File: src/shared/eirq_consts.svh
// Purpose: constants for the external interrupt-request pin detector
// Assumes: one 8-bit status/control register reached by its documented port
// Notes:   bit positions, reset value and vector slot live here
`ifndef EIRQ_CONSTS_SVH
`define EIRQ_CONSTS_SVH

// -----------------------------------------------------------------
// register field positions
// -----------------------------------------------------------------
`define EIRQ_BIT_PULL_DIS   6
`define EIRQ_BIT_POLARITY   5
`define EIRQ_BIT_PIN_EN     4
`define EIRQ_BIT_FLAG       3
`define EIRQ_BIT_ACK        2
`define EIRQ_BIT_REQ_EN     1
`define EIRQ_BIT_MODE       0

// -----------------------------------------------------------------
// reset value and vector slot
// -----------------------------------------------------------------
`define EIRQ_RESET_VALUE    8'h00
`define EIRQ_VECTOR_NUM     8'h02
`define EIRQ_VECTOR_ADDR    16'hfffa

`endif

File: src/shared/eirq_pkg.sv
// Purpose: types for the external interrupt-request pin detector
// Assumes: nothing beyond the constants header
// Notes:   pull device state encoding
`default_nettype none
package eirq_pkg;
    // pull device driven onto the pad
    typedef enum logic [1:0] {
        EIRQ_PULL_NONE = 2'h0,
        EIRQ_PULL_UP   = 2'h1,
        EIRQ_PULL_DOWN = 2'h2
    } eirq_pull_t;
endpackage
`default_nettype wire

File: src/design/eirq_detector.sv
// Purpose: pin interrupt detector with one 8-bit status/control register
// Assumes: CPU reaches the register by a write strobe and a read strobe
// Notes:   read data is registered, so it is valid the cycle after the read strobe;
//          each group of state has its own next-value and register process;
//          the pin sees four cycles of synchroniser latency before any decode
`include "eirq_consts.svh"
`default_nettype none
module eirq_detector
    import eirq_pkg::*;
(
    input  wire logic        i_clk,
    input  wire logic        i_rst,
    input  wire logic        i_pin,
    input  wire logic        i_reg_wr,
    input  wire logic        i_reg_rd,
    input  wire logic [7:0]  i_reg_wdata,
    output logic      [7:0]  o_reg_rdata,
    output logic             o_irq_req,
    output logic      [7:0]  o_vector_num,
    output logic      [15:0] o_vector_addr,
    output logic             o_pull_up_en,
    output logic             o_pull_down_en
);
    // -------------------------------------------------------------
    // pin synchroniser
    // -------------------------------------------------------------
    logic pin_lvl;

    eirq_sync u_sync (
        .i_clk   (i_clk),
        .i_rst   (i_rst),
        .i_async (i_pin),
        .o_level (pin_lvl)
    );

    // -------------------------------------------------------------
    // state
    // -------------------------------------------------------------
    logic       pull_device_disable_q, pull_device_disable_d;
    logic       polarity_select_q,     polarity_select_d;
    logic       pin_function_enable_q, pin_function_enable_d;
    logic       event_flag_q,          event_flag_d;
    logic       request_enable_q,      request_enable_d;
    logic       detection_mode_q,      detection_mode_d;
    logic       prev_asserted_q,       prev_asserted_d;
    logic [7:0] rdata_q,               rdata_d;
    logic       irq_q,                 irq_d;
    logic       pull_up_q,             pull_up_d;
    logic       pull_down_q,           pull_down_d;
    eirq_pull_t pull_sel;
    logic       asserted;
    logic       edge_seen;
    logic       level_hold;
    logic       set_evt;
    logic       ack;

    // -------------------------------------------------------------
    // detection
    // -------------------------------------------------------------
    // pure decode of the filtered pin, it holds no state of its own;
    // the edge compares two filtered samples, so a pulse shorter than
    // the synchroniser's agreement window never reaches the flag
    always_comb begin
        // polarity maps the pin onto an asserted level
        asserted   = polarity_select_q ? pin_lvl : ~pin_lvl;
        // limitation: flipping polarity while enabled can read as a fresh edge
        edge_seen  = asserted & ~prev_asserted_q;
        // sustained level only counts in edge-and-level mode
        level_hold = detection_mode_q & asserted;
        set_evt    = pin_function_enable_q & (edge_seen | level_hold);
        ack        = i_reg_wr & i_reg_wdata[`EIRQ_BIT_ACK];
    end

    // -------------------------------------------------------------
    // control bits
    // -------------------------------------------------------------
    // a write reloads every control bit at once; bits 7, 3 and 2 keep no state
    // trade-off: the register is one byte, so no partial update is offered
    always_comb begin
        pull_device_disable_d = pull_device_disable_q;
        polarity_select_d     = polarity_select_q;
        pin_function_enable_d = pin_function_enable_q;
        request_enable_d      = request_enable_q;
        detection_mode_d      = detection_mode_q;
        // the write strobe is a one-cycle pulse, so each write lands once
        if (i_reg_wr) begin
            pull_device_disable_d = i_reg_wdata[`EIRQ_BIT_PULL_DIS];
            polarity_select_d     = i_reg_wdata[`EIRQ_BIT_POLARITY];
            pin_function_enable_d = i_reg_wdata[`EIRQ_BIT_PIN_EN];
            request_enable_d      = i_reg_wdata[`EIRQ_BIT_REQ_EN];
            detection_mode_d      = i_reg_wdata[`EIRQ_BIT_MODE];
        end
    end

    // control registers only
    always_ff @(posedge i_clk) begin
        if (i_rst) begin
            pull_device_disable_q <= 1'b0;
            polarity_select_q     <= 1'b0;
            pin_function_enable_q <= 1'b0;
            request_enable_q      <= 1'b0;
            detection_mode_q      <= 1'b0;
        end else begin
            pull_device_disable_q <= pull_device_disable_d;
            polarity_select_q     <= polarity_select_d;
            pin_function_enable_q <= pin_function_enable_d;
            request_enable_q      <= request_enable_d;
            detection_mode_q      <= detection_mode_d;
        end
    end

    // -------------------------------------------------------------
    // event flag and request
    // -------------------------------------------------------------
    // a set in the acknowledge cycle wins, which also keeps a held level latched
    always_comb begin
        if (set_evt) begin
            event_flag_d = 1'b1;
        end else if (ack) begin
            event_flag_d = 1'b0;
        end else begin
            event_flag_d = event_flag_q;
        end
        // history is parked at asserted while the pin function is off, so enabling
        // on an already asserted pin gives no edge; a held level still counts in mode 1
        prev_asserted_d = pin_function_enable_q ? asserted : 1'b1;
        // request from the next flag, so it rises in the same cycle as the flag
        irq_d = event_flag_d & request_enable_d;
    end

    // event registers only; switching the pin off keeps a pending flag
    always_ff @(posedge i_clk) begin
        if (i_rst) begin
            event_flag_q    <= 1'b0;
            prev_asserted_q <= 1'b1;  // no false edge right after enable
            irq_q           <= 1'b0;
        end else begin
            event_flag_q    <= event_flag_d;
            prev_asserted_q <= prev_asserted_d;
            irq_q           <= irq_d;
        end
    end

    // -------------------------------------------------------------
    // pull device
    // -------------------------------------------------------------
    // follows the control bits being written, so the pad changes with the write
    always_comb begin
        if (!pin_function_enable_d || pull_device_disable_d) begin
            pull_sel = EIRQ_PULL_NONE;
        end else if (polarity_select_d) begin
            pull_sel = EIRQ_PULL_DOWN;
        end else begin
            pull_sel = EIRQ_PULL_UP;
        end
        pull_up_d   = (pull_sel == EIRQ_PULL_UP);
        pull_down_d = (pull_sel == EIRQ_PULL_DOWN);
    end

    // pull registers only; the pad enables never glitch
    always_ff @(posedge i_clk) begin
        if (i_rst) begin
            pull_up_q   <= 1'b0;
            pull_down_q <= 1'b0;
        end else begin
            pull_up_q   <= pull_up_d;
            pull_down_q <= pull_down_d;
        end
    end

    // -------------------------------------------------------------
    // read data
    // -------------------------------------------------------------
    // registered so the bus sees a clean value the cycle after the strobe;
    // a read and a write in one cycle return the old contents
    always_comb begin
        rdata_d = rdata_q;
        if (i_reg_rd) begin
            // acknowledge bit and bit 7 always read as zero
            rdata_d = 8'h00;
            rdata_d[`EIRQ_BIT_PULL_DIS] = pull_device_disable_q;
            rdata_d[`EIRQ_BIT_POLARITY] = polarity_select_q;
            rdata_d[`EIRQ_BIT_PIN_EN]   = pin_function_enable_q;
            rdata_d[`EIRQ_BIT_FLAG]     = event_flag_q;
            rdata_d[`EIRQ_BIT_REQ_EN]   = request_enable_q;
            rdata_d[`EIRQ_BIT_MODE]     = detection_mode_q;
        end
    end

    // read register only; holds until the next read
    always_ff @(posedge i_clk) begin
        if (i_rst) begin
            rdata_q <= `EIRQ_RESET_VALUE;
        end else begin
            rdata_q <= rdata_d;
        end
    end

    // -------------------------------------------------------------
    // outputs
    // -------------------------------------------------------------
    logic [7:0]  vec_num_d;
    logic [15:0] vec_addr_d;

    // vector slot is fixed, carried for the interrupt arbiter
    // so it needs no table of its own
    always_comb begin
        vec_num_d  = `EIRQ_VECTOR_NUM;
        vec_addr_d = `EIRQ_VECTOR_ADDR;
    end

    // vector registers only; a constant needs no reset
    always_ff @(posedge i_clk) begin
        o_vector_num  <= vec_num_d;
        o_vector_addr <= vec_addr_d;
    end

    // every pad and the request leave straight from a flip-flop
    assign o_reg_rdata    = rdata_q;
    assign o_irq_req      = irq_q;
    assign o_pull_up_en   = pull_up_q;
    assign o_pull_down_en = pull_down_q;
endmodule
`default_nettype wire

File: src/design/eirq_sync.sv
// Purpose: three-stage synchroniser with agreement on stages two and three
// Assumes: asynchronous pin level, single bus clock
// Notes:   stage one feeds only stage two
`default_nettype none
module eirq_sync (
    input  wire logic i_clk,
    input  wire logic i_rst,
    input  wire logic i_async,
    output logic      o_level
);
    logic s1_q, s2_q, s3_q, lvl_q;
    logic s1_d, s2_d, s3_d, lvl_d;

    // -------------------------------------------------------------
    // next values
    // -------------------------------------------------------------
    always_comb begin
        s1_d  = i_async;
        s2_d  = s1_q;
        s3_d  = s2_q;
        // change counts only once stages two and three agree
        lvl_d = (s2_q == s3_q) ? s3_q : lvl_q;
    end

    // registers only
    always_ff @(posedge i_clk) begin
        if (i_rst) begin
            s1_q  <= 1'b0;
            s2_q  <= 1'b0;
            s3_q  <= 1'b0;
            lvl_q <= 1'b0;
        end else begin
            s1_q  <= s1_d;
            s2_q  <= s2_d;
            s3_q  <= s3_d;
            lvl_q <= lvl_d;
        end
    end

    assign o_level = lvl_q;
endmodule
`default_nettype wire

File: config.mk
export PLATFORM = sky130hd
export DESIGN_NAME = eirq_detector
export DESIGN_NICKNAME = d
export VERILOG_FILES = /design/src/shared/eirq_pkg.sv /design/src/design/eirq_detector.sv /design/src/design/eirq_sync.sv
export VERILOG_INCLUDE_DIRS = /design/src /design/src/shared
export SDC_FILE = /design/constraint.sdc
export NUM_CORES = 1
export LEC_CHECK = 0
export BUFFER_PORTS_ARGS = -buffer_cell sky130_fd_sc_hd__buf_2
export CORE_UTILIZATION = 46
export CTS_CLUSTER_SIZE = 16
export DETAILED_ROUTE_END_ITERATION = 7
export PLACE_DENSITY = 0.94
export SYNTH_ARGS = -nofsm -noshare
export SYNTH_HDL_FRONTEND = slang
export SYNTH_HIERARCHICAL = 1
export SYNTH_SLANG_ARGS = --single-unit
export TNS_END_PERCENT = 10
File: constraint.sdc
create_clock -name i_clk -period 2.4 [get_ports i_clk]
set_input_delay 0.36 -clock i_clk [delete_from_list [all_inputs] [get_ports i_clk]]
set_output_delay 0.36 -clock i_clk [all_outputs]
set_load 0.01 [all_outputs]
==> results, run 1 <==
- The run finished with clean final reports.
- The maximum VDD drop is 433 uV.
- After synthesis, the mean cell area works out to about 10 um^2.
- The first-pass GRT wire length is around 1.8 mm.
- The cell area that synthesis handed to floorplanning was 885 um^2.
- After synthesis, the share of flip-flops with an asynchronous set or reset is 0%.
- The final period utilization is a little under half.
- The most common cell in the synthesized netlist is sky130_fd_sc_hd__buf_4.
- The setup TNS after final layout is 0 ps.
- Setup violations remaining at the end of the flow were counted as 0.
- The category of the worst setup path capture point is a flip-flop.
- The largest net degree at the start of global routing is 20.
- The TritonCTS buffer count is 3.
- The clock period minus worst slack is 1140 ps.
- By area the synthesized netlist is led by sky130_fd_sc_hd__dfxtp_1 (45%), sky130_fd_sc_hd__buf_4 (22%), sky130_fd_sc_hd__mux2i_1 (12%).
- The clock slew at the register clock pins of the worst setup and hold paths is 100 ps.
- The total inserted antenna cells is 0.
- From bottom edge to top edge, the die measures between 40 and 50 um.
- The count of hold buffers inserted by post-cts repair is 0.
- Of the synthesized area, sequential elements account for 45.3%.
- The die covers about 2100 um^2.
- 48 I/O pins were placed.
- The cell type contributing the most total cell area after synthesis is sky130_fd_sc_hd__dfxtp_1.
- After synthesis, the most frequently instantiated cells are sky130_fd_sc_hd__buf_4 (26), sky130_fd_sc_hd__dfxtp_1 (20), sky130_fd_sc_hd__nor2_1 (13), sky130_fd_sc_hd__mux2i_1 (11), sky130_fd_sc_hd__nor2b_1 (4).
- The number of flip-flops in the largest register is 6.
- The capture instance of the worst register-to-register path is o_pull_down_en$_SDFF_PP0_.
- The kind of launch point of the worst setup path is a flip-flop.
- The number of cell rows is 15.
- The count of buffers inserted at the top-level ports is 19.
- Counting every instance in the synthesized netlist gives 91.
- The initial antenna violation count was 0.
- The starting utilization of the core area is 50.1%.
- The origin of the critical flop-to-flop path is pin_function_enable_q$_SDFF_PP0_.
- The count of pins over their slew limit is 0.
- Post-CTS timing repair inserted 0 buffers for setup.
- The half-perimeter wire length of the detailed placement result is approximately 940 um.
- Relative to the synthesized area, the layout overhead comes to 2.83%.
- The cell depth of the worst flop-to-flop path is 3.
- For this block, the initial DRC count from the detailed router was 2.
- The number of enable-type register cells in the synthesized netlist is 0.
- Post-CTS repair changed the size of 0 cells.
- The setup slack of the most critical reg-to-reg path is roughly 1300 ps.
- The count of nets left with antenna violations once routing finished came out at 0.
- The final-stage net count is 123.
- The analysis attributes to cell leakage a power of 0.463 nW.
- The final setup skew is 2.58 ps.
- Data arrives at the worst endpoint at 1370 ps.
- After detailed routing, the number of vias per cell comes to 4.13.
- The clock passes through at most 2 buffers.
- In this run the biggest area consumer among cell types represents about 45% of the synthesized area.
- The commonest register cell after synthesis is sky130_fd_sc_hd__dfxtp_1.
- The min-delay analysis places its worst path in the category in -> reg.
- The Yosys step of the flow raised 6 warnings.
- The critical path startpoint is pin_function_enable_q$_SDFF_PP0_.
- The worst setup path is of the reg -> reg kind.
- Counting flops and latches in the post-synthesis netlist gives 20.
- The total count of hold-check failures in the final report came to 0.
- The later pin in the worst-skew pair is clocked with a latency of 290 ps.
- The timing endpoint of the critical path is o_pull_down_en$_SDFF_PP0_.
- The number of global-route vias before repair is around 430.
- Static timing analysis puts the maximum clock frequency at around 880 MHz.
- The post-synthesis cell type count is 18.
- The routed layout has between 500 and 600 vias.
- The count of fill cells added during filler insertion is 180.
- The tool flagged a number of max-cap violations equal to 0.
- The total wirelength of the detailed-routed design is approximately 1.2 mm.
- The post-route netlist has 20.4% of its cells at a drive strength greater than 1.
- In the final routed layout, each cell accounts on average for 9.15 um.
- The required time of the worst setup path is 2630 ps.
- After detailed routing, the number of remaining DRC violations is 0.
- The congestion estimate from routability-driven global placement came to 0.725.
- The core region is 1760 um^2.
- The aggregate global-route resource usage is 12.9%.
- The design draws 562 uW.
- The count of TritonRoute iterations in the first routing pass is 4.
- TritonCTS built the clock tree.
- The maximum fanout along the worst path is 5.
- The chip width is 45.9 um.
- The cell area power density is 618 nW/um^2.
- The total clock sinks is 20.
- Setup repair after global routing left no endpoint under its margin.
- Clock tree synthesis selected as its root buffer the cell sky130_fd_sc_hd__clkbuf_4.
- CTS built an H-tree with a depth of 1.
- For this run the aggregate overflow at the end of global routing stands at 0.
power breakdown:
group	internal (mW)	switching [mW]	total, mW	leakage, nW
logic	0.0224	0.0411	0.0636	0.286
registers	0.343	0.00657	0.350	0.163
clock network	0.0583	0.0898	0.148	0.0138
placed cells by master, fill, tap and decap left out, drive strengths merged:
cell type and instances:
a21o 1, xnor2 1, nand2b 1, nand2 2, buf 19, nor3 1, nor2 13, nor2b 4
clkbuf 3, conb 26, a32oi 1, mux2i 11, nand3b 1, a21oi 1, or3b 2, dfxtp 20
o21ai 1
layer usage:
metal	routed length [um]	GRT usage (%)
met1	490	14.2
met2	593	21.1
met3	97	3.57
met4	36	8.82
met5	0	0
worst min path at each step:
stage,to,cells past startpoint,start,slack [ps]
after floorplan,u_sync/s2_q$_SDFF_PP0_,1,u_sync/s1_q$_SDFF_PP0_,410
final,u_sync/s1_q$_SDFF_PP0_,2,i_pin,270
after global routing,u_sync/s1_q$_SDFF_PP0_,2,i_pin,280
after detailed placement,u_sync/s2_q$_SDFF_PP0_,1,u_sync/s1_q$_SDFF_PP0_,450
after CTS,u_sync/s1_q$_SDFF_PP0_,2,i_pin,270
after global placement,u_sync/s2_q$_SDFF_PP0_,1,u_sync/s1_q$_SDFF_PP0_,420
worst max-delay path, cell delays in order (launching register included):
cell and delay, ps:
sky130_fd_sc_hd__dfxtp_1 400, sky130_fd_sc_hd__or3b_1 370, sky130_fd_sc_hd__a21o_1 200, sky130_fd_sc_hd__nor2_1 110
stage by stage:
step | hold WS [ps] | cell area, um^2 | util (%) | cells | setup slack (ps)
after floorplan | 414 | 975 | - | 115 | 1230
after global placement | 421 | 887 | 50.3 | 130 | 1140
after detailed placement | 451 | 887 | 50.3 | 130 | 1100
after CTS | 271 | 910 | 51.6 | 133 | 1260
after global routing | 277 | 910 | 51.6 | 133 | 1190
final | 274 | 910 | 51.6 | 133 | 1260
cell families after synthesis:
family          Yosys count  synth area share (%)
simple gates             24                  13.3
other cells               2                 0.849
compound gates            4                  2.97
xor+xnor                  1                 0.990
flops                    20                  45.3
buf+inv                  29                  24.2
mux                      11                  12.4
area by class of cell:
cell class / count / area (um^2) / area share [%]
tap: 25 / 31.3 / 3.44
multi-input combinational: 66 / 360 / 39.6
sequential: 20 / 400 / 44.0
clock buffer: 3 / 22.5 / 2.48
timing repair buffer: 19 / 95.1 / 10.5
(Power assumes the default switching activity.)
==> inputs of run 2 (changes only) <==
CORE_UTILIZATION = 43   (was 46)
PLACE_DENSITY = 0.89   (was 0.94)
clock period = 1.1 ns   (was 2.4 ns; I/O delays follow)
==> run 2 against run 1 <==
  * Die area grew 6.7%
  * Final cell count grew 3.8%
  * Non-clock buffer count grew 3
  * Largest power group unchanged
==> results, run 2 (synthesis gave the netlist of run 1 again) <==
- The count of hold buffers inserted by post-cts repair was 0 (unchanged).
- The maximum number of buffers from clock root to sink came to 2 (unchanged).
- The min-delay analysis places its worst path in the category in -> reg.
- The number of gates resized after cts was 0 (unchanged).
- The static power due to leakage is 0.478 nW (+3.4%).
- The total wirelength of the detailed-routed design is 1.27 mm (+4.2%).
- Setup repair after global routing left no endpoint under its margin.
- The total congestion overflow came to 0 (unchanged).
- The flow ran to the end, and the final reports show no timing, DRC or antenna violations.
- The routability-driven placement congestion ratio was 0.725 (about the same).
- The starting utilization of the core area is 45.6% (-4.6 points).
- The capture instance of the worst register-to-register path is o_pull_up_en$_SDFF_PP0_.
- The clock period minus worst slack is 1040 ps (-105 ps).
- The placeable core area is 1940 um^2 (+10%).
- The count of pins over their slew limit is 0 (unchanged).
- The setup slack of the most critical reg-to-reg path is 60 ps (-1200 ps).
- The signal on the critical path passes through or3b_1 -> a21o_1 -> nor2b_1.
- The largest net degree at the start of global routing is 13 (-35%).
- The total clock sinks is 20 (unchanged).
- The chip width is 47.4 um (+3.3%).
- The minimum hold slack is 80.6 ps (-193 ps).
- The number of global-route vias before repair is 502 (+16%).
- The overall via count from detail_route is 563 (+2.6%).
- The floorplan die height came to 47.4 um (+3.3%).
- Relative to the synthesized area, the layout overhead comes to 5.94%.
- The peak clock frequency supported by timing is 965 MHz (+10%).
- The clock latency on the worst-skew pair is 290 ps (about the same).
- The setup TNS after final layout came to 0 ps (unchanged).
- The number of cells in the design after placement is 135 (+3.8%).
- The CTS tree is built.
- The post-CTS repair timing setup buffer count was 0 (unchanged).
- The initial antenna violation count is 0 (unchanged).
- The arrival time of data at the critical path endpoint was 1270 ps (-100 ps).
- The TritonCTS buffer count is 3 (unchanged).
- The worst min-delay path endpoint is u_sync/s1_q$_SDFF_PP0_.
- The leading cell type in the layout, fill and taps excluded is sky130_fd_sc_hd__conb_1.
- The cell area power density came to 1320 nW/um^2 (+110%).
- The critical path is of the reg -> reg type.
- The non-filler instance count after layout is 138 (+3.8%).
- The top-level port count is 48 (unchanged).
- The final period utilization came to 94.2% (+47 points).
- The total inserted antenna cells was 0 (unchanged).
- The required time of the worst setup path is 1330 ps (-1300 ps).
- The maximum fanout along the worst path was 3 (-2).
- The residual DRC count is 0 (unchanged).
- The number of instances on the worst hold path is 2 (unchanged).
- The total count of hold-check failures in the final report is 0 (unchanged).
- The final count of negative-setup-slack endpoints is 0 (unchanged).
- The number of cell rows is 16 (+1).
- The count of nets left with antenna violations after detail routing is 0 (unchanged).
- The via-per-instance ratio is 4.08 (-1.2%).
- The kind of launch point of the worst setup path is a flip-flop.
- The final-stage net count was 126 (+2.4%).
- The count of buffers inserted at the top-level ports is 19 (unchanged).
- The count of TritonRoute iterations in the first routing pass came to 4 (unchanged).
- The final setup skew is 3.85 ps (+1.27 ps).
- The first-pass GRT wire length is 2.04 mm (+12%).
- The DRC violation total after the first TritonRoute iteration is 7 (+5).
- The startpoint identified for the worst hold timing path is i_pin.
- The cell depth of the worst flop-to-flop path came to 3 (unchanged).
- The largest individual stage delay along the critical path comes from the cell sky130_fd_sc_hd__or3b_1.
- The root buffer selected by CTS is sky130_fd_sc_hd__clkbuf_4.
- The half-perimeter wire length of the detailed placement result was 988 um (+4.9%).
- The routed length per instance is 9.19 um (+0.42%).
- The origin of the critical flop-to-flop path is pull_device_disable_q$_SDFF_PP0_.
- The reported max-cap violation count is 0 (unchanged).
- The final design instance area without fill is 937 um^2 (+3.0%).
- The buffers plus inverters on the worst setup path is 0 (unchanged).
- STA classifies the critical path endpoint as a flip-flop.
- The total cell area at the placement stage is 912 um^2 (+2.8%).
- The aggregate global-route resource usage is 13.1% (+0.27 points).
- The maximum VDD drop is 816 uV (+88%).
- The clock slew at the register clock pins of the worst setup and hold paths came to 90 ps (about the same).
- The die footprint is 2240 um^2 (+6.7%).
- The maximum cell stage delay along the critical path came to 350 ps (-50 ps).
- The gate family responsible for the most delay along the worst path is simple AND/OR/NAND/NOR gates.
- The number of flip-flops in the largest register is 6 (unchanged).
- The share of final-layout standard cells stronger than drive strength 1 came to 24.3% (+4.0 points).
- The number of H-tree branching levels came to 1 (unchanged).
- Leaving out fill and tap cells, the most frequent cells in the layout are sky130_fd_sc_hd__conb_1 (26), sky130_fd_sc_hd__buf_2 (19), sky130_fd_sc_hd__dfxtp_1 (18), sky130_fd_sc_hd__nor2_1 (13), sky130_fd_sc_hd__mux2i_1 (11).
- The total power draw is 1.24 mW (+120%).
## run 2: cell count changes in the layout (fill, tap and decap cells not counted)
cell,previous run,this run
sky130_fd_sc_hd__buf_4,0,3
sky130_fd_sc_hd__dfxtp_1,20,18
sky130_fd_sc_hd__dfxtp_2,0,2
## run 2: final cells by class
cell class	count	area, um^2
clock buffers	3	22.5
fillers	196	1000
multi-input cells	66	360
flip-flops and latches	20	403
well taps	27	33.8
repair buffers	22	118
## run 2: how the worst max path moves through the flow
stage / startpoint / endpoint / cells past startpoint / slack, ps
finish: pull_device_disable_q$_SDFF_PP0_ / o_pull_up_en$_SDFF_PP0_ / 3 / 60
global placement: pull_device_disable_q$_SDFF_PP0_ / o_pull_up_en$_SDFF_PP0_ / 3 / 90
CTS: pull_device_disable_q$_SDFF_PP0_ / o_pull_up_en$_SDFF_PP0_ / 3 / 50
global route: pull_device_disable_q$_SDFF_PP0_ / o_pull_down_en$_SDFF_PP0_ / 3 / 1
floorplan: pin_function_enable_q$_SDFF_PP0_ / o_pull_up_en$_SDFF_PP0_ / 3 / 90
detailed placement: pull_device_disable_q$_SDFF_PP0_ / o_pull_down_en$_SDFF_PP0_ / 3 / 80
## run 2: per-layer routing
metal	global-route usage [%]	part of all wire [%]	routed length (um)
met2	22.5	48	603
met4	6.86	1.5	19
met3	2.31	7.6	96
met1	15.6	43	549
met5	0	0	0
## run 2: report_power, final
group / leakage [nW] / switching, mW / internal, mW
registers: 0.164 / 0.0126 / 0.750
logic: 0.300 / 0.0943 / 0.0561
clock network: 0.0138 / 0.196 / 0.127
## run 2: metrics by stage
step	setup WS (ps)	utilization (%)
2_1_floorplan	87.7	-
3_3_place_gp	92.5	47.0
3_5_place_dp	76.7	47.0
4_1_cts	47.3	48.1
5_1_grt	1.26	48.3
6_report	63.5	48.3
==> inputs of run 3 (changes only) <==
CORE_UTILIZATION = 30   (was 43)
PLACE_DENSITY = 0.7   (was 0.89)
==> run 3 against run 2 <==
  * First-iteration DRC count unchanged
  * Critical path type unchanged
  * Total power rose by 22%
  * Final cell count grew 4.3%
==> results, run 3 (synthesis gave the netlist of run 1 again) <==
- The run finished with clean final reports.
- The maximum fanout along the worst path came to 3 (unchanged).
- The placeable core area is 2780 um^2 (+43%).
- The final-stage net count is 127 (+0.79%).
- The total clock sinks is 20 (unchanged).
- The floorplan die height is 56.3 um (+19%).
- The total wirelength of the detailed-routed design is 1.31 mm (+3.5%).
- The aggregate global-route resource usage was 8.98% (-4.2 points).
- The total cell area at the placement stage is 917 um^2 (+0.55%).
- The via-per-instance ratio is 3.99 (-2.3%).
- The final count of negative-setup-slack endpoints is 0 (unchanged).
- The number of H-tree branching levels is 1 (unchanged).
- The number of flip-flops in the largest register is 6 (unchanged).
- The count of nets left with antenna violations after detail routing is 0 (unchanged).
- The die footprint is 3170 um^2 (+41%).
- The TritonCTS buffer count was 3 (unchanged).
- The total congestion overflow is 0 (unchanged).
- The routed length per instance is 9.11 um (-0.84%).
- The largest net degree at the start of global routing came to 13 (unchanged).
- In the layout the commonest cells are sky130_fd_sc_hd__conb_1 (26), sky130_fd_sc_hd__buf_2 (19), sky130_fd_sc_hd__dfxtp_1 (18), sky130_fd_sc_hd__nor2_1 (13), sky130_fd_sc_hd__mux2i_1 (11).
- The share of final-layout standard cells stronger than drive strength 1 is 25.7% (+1.3 points).
- The count of hold buffers inserted by post-cts repair is 0 (unchanged).
- The worst hold path terminates at u_sync/s1_q$_SDFF_PP0_.
- The peak clock frequency supported by timing is 978 MHz (+1.3%).
- The required time of the worst setup path is 1350 ps (+20 ps).
- The capture instance of the worst register-to-register path is o_pull_up_en$_SDFF_PP0_.
- The half-perimeter wire length of the detailed placement result is 1.00 mm (+1.4%).
- The final setup skew came to 6.97 ps (+3.12 ps).
- The chip width is 56.3 um (+19%).
- The number of instances on the worst hold path is 2 (unchanged).
- In this run the worst hold path is classified as in -> reg.
- The count of TritonRoute iterations in the first routing pass was 4 (unchanged).
- The multi-input combinational cell area is 360 um^2 (unchanged).
- The count of buffers inserted at the top-level ports is 19 (unchanged).
- The starting utilization of the core area is 31.8% (-14 points).
- The cell depth of the worst flop-to-flop path is 3 (unchanged).
- The origin of the critical flop-to-flop path is pull_device_disable_q$_SDFF_PP0_.
- The setup TNS after final layout came to 0 ps (unchanged).
- The clock period minus worst slack is 1020 ps (-13.6 ps).
- The final period utilization is 93.0% (-1.2 points).
- The maximum VDD drop is 1010 uV (+23%).
- The maximum number of buffers from clock root to sink was 2 (unchanged).
- The routability-driven placement congestion ratio is 0.704 (-2.9%).
- The final cell utilization of the core came to 35.2% (-13 points).
- The initial antenna violation count was 0 (unchanged).
- The residual DRC count is 0 (unchanged).
- The static power due to leakage was 0.497 nW (+4.1%).
- The final design instance area without fill is 980 um^2 (+4.5%).
- The reported max-cap violation count came to 0 (unchanged).
- The number of cell rows is 19 (+3).
- The arrival time of data at the critical path endpoint is 1270 ps (about the same).
- The cell area power density is 1540 nW/um^2 (+17%).
- The total area of sequential cells was 403 um^2 (unchanged).
- The number of global-route vias before repair came to 516 (+2.8%).
- The DRC violation total after the first TritonRoute iteration is 7 (unchanged).
- The count of fill cells added during filler insertion came to 290 (+48%).
- The growth of design area from synthesis to finish is 10.7%.
- The total inserted antenna cells came to 0 (unchanged).
- The critical path is of the reg -> reg type.
- The leading cell type in the layout, fill and taps excluded is sky130_fd_sc_hd__conb_1.
- The worst hold path begins at i_pin.
- The count of pins over their slew limit is 0 (unchanged).
- The first-pass GRT wire length was 2.16 mm (+5.7%).
- The clock slew at the register clock pins of the worst setup and hold paths was 100 ps (about the same).
- The kind of launch point of the worst setup path is a flip-flop.
- The worst setup path is captured at a flip-flop.
- The overall via count from detail_route is 574 (+2.0%).
- The top-level port count is 48 (unchanged).
- The clock latency on the worst-skew pair came to 310 ps (+20 ps).
- The total count of hold-check failures in the final report is 0 (unchanged).
- The root buffer selected by CTS is sky130_fd_sc_hd__clkbuf_4.
- The setup slack of the most critical reg-to-reg path is 80 ps (about the same).
- Setup repair after global routing left no endpoint under its margin.
- TritonCTS built the clock tree.
-- run 3: worst max-delay path by stage --
stage / start / to / slack [ps] / cells past startpoint
2_1_floorplan: pin_function_enable_q$_SDFF_PP0_ / o_pull_up_en$_SDFF_PP0_ / 90 / 3
3_3_place_gp: pull_device_disable_q$_SDFF_PP0_ / o_pull_up_en$_SDFF_PP0_ / 100 / 3
3_5_place_dp: pull_device_disable_q$_SDFF_PP0_ / o_pull_up_en$_SDFF_PP0_ / 60 / 3
4_1_cts: pull_device_disable_q$_SDFF_PP0_ / o_pull_up_en$_SDFF_PP0_ / 30 / 3
5_1_grt: pull_device_disable_q$_SDFF_PP0_ / o_pull_up_en$_SDFF_PP0_ / 6 / 3
6_report: pull_device_disable_q$_SDFF_PP0_ / o_pull_up_en$_SDFF_PP0_ / 80 / 3
-- run 3: power breakdown --
| part | internal, mW | switching (mW) | total, mW |
|---|---|---|---|
| sequential | 0.750 | 0.0125 | 0.763 |
| clock | 0.369 | 0.227 | 0.596 |
| combinational | 0.0585 | 0.0940 | 0.153 |
| total | 1.18 | 0.333 | 1.51 |
-- run 3: cell type report --
| cell class | instances | share of cell area [%] |
|---|---|---|
| Sequential cell | 20 | 41.1 |
| Multi-Input combinational cell | 66 | 36.8 |
| Timing Repair Buffer | 23 | 12.8 |
| Tap cell | 31 | 3.96 |
| Clock inverter | 1 | 3.07 |
| Clock buffer | 3 | 2.30 |
-- run 3: repair_timing --
item	in CTS	in global routing
resized for setup	0	2
setup buffers	0	1
endpoints found under the setup margin	0	1
-- run 3: per-stage QoR --
step	instances	total power, mW	setup slack [ps]	hold WS (ps)
2_1_floorplan	115	0.950	87.7	234
3_3_place_gp	139	0.926	97.8	382
3_5_place_dp	139	0.929	57.7	398
4_1_cts	143	1.52	33.8	73.8
5_1_grt	144	1.58	6.43	77.8
6_report	144	1.51	77.1	75.5
-- run 3: critical path, cell delays in order, from the launching register on --
cell and delay (ps):
sky130_fd_sc_hd__dfxtp_2 340, sky130_fd_sc_hd__or3b_1 350, sky130_fd_sc_hd__a21o_1 180, sky130_fd_sc_hd__nor2b_1 100
-- run 3: per-layer routing --
layer | GRT usage (%) | vias up | wire length [um] | share of wire (%)
met2 | 14.5 | 33 | 618 | 47
met5 | 0 | - | 0 | 0
met3 | 2.30 | 2 | 77 | 5.9
met4 | 6.27 | 0 | 24 | 1.8
met1 | 10.4 | 254 | 592 | 45
li1 | - | 285 | - | -
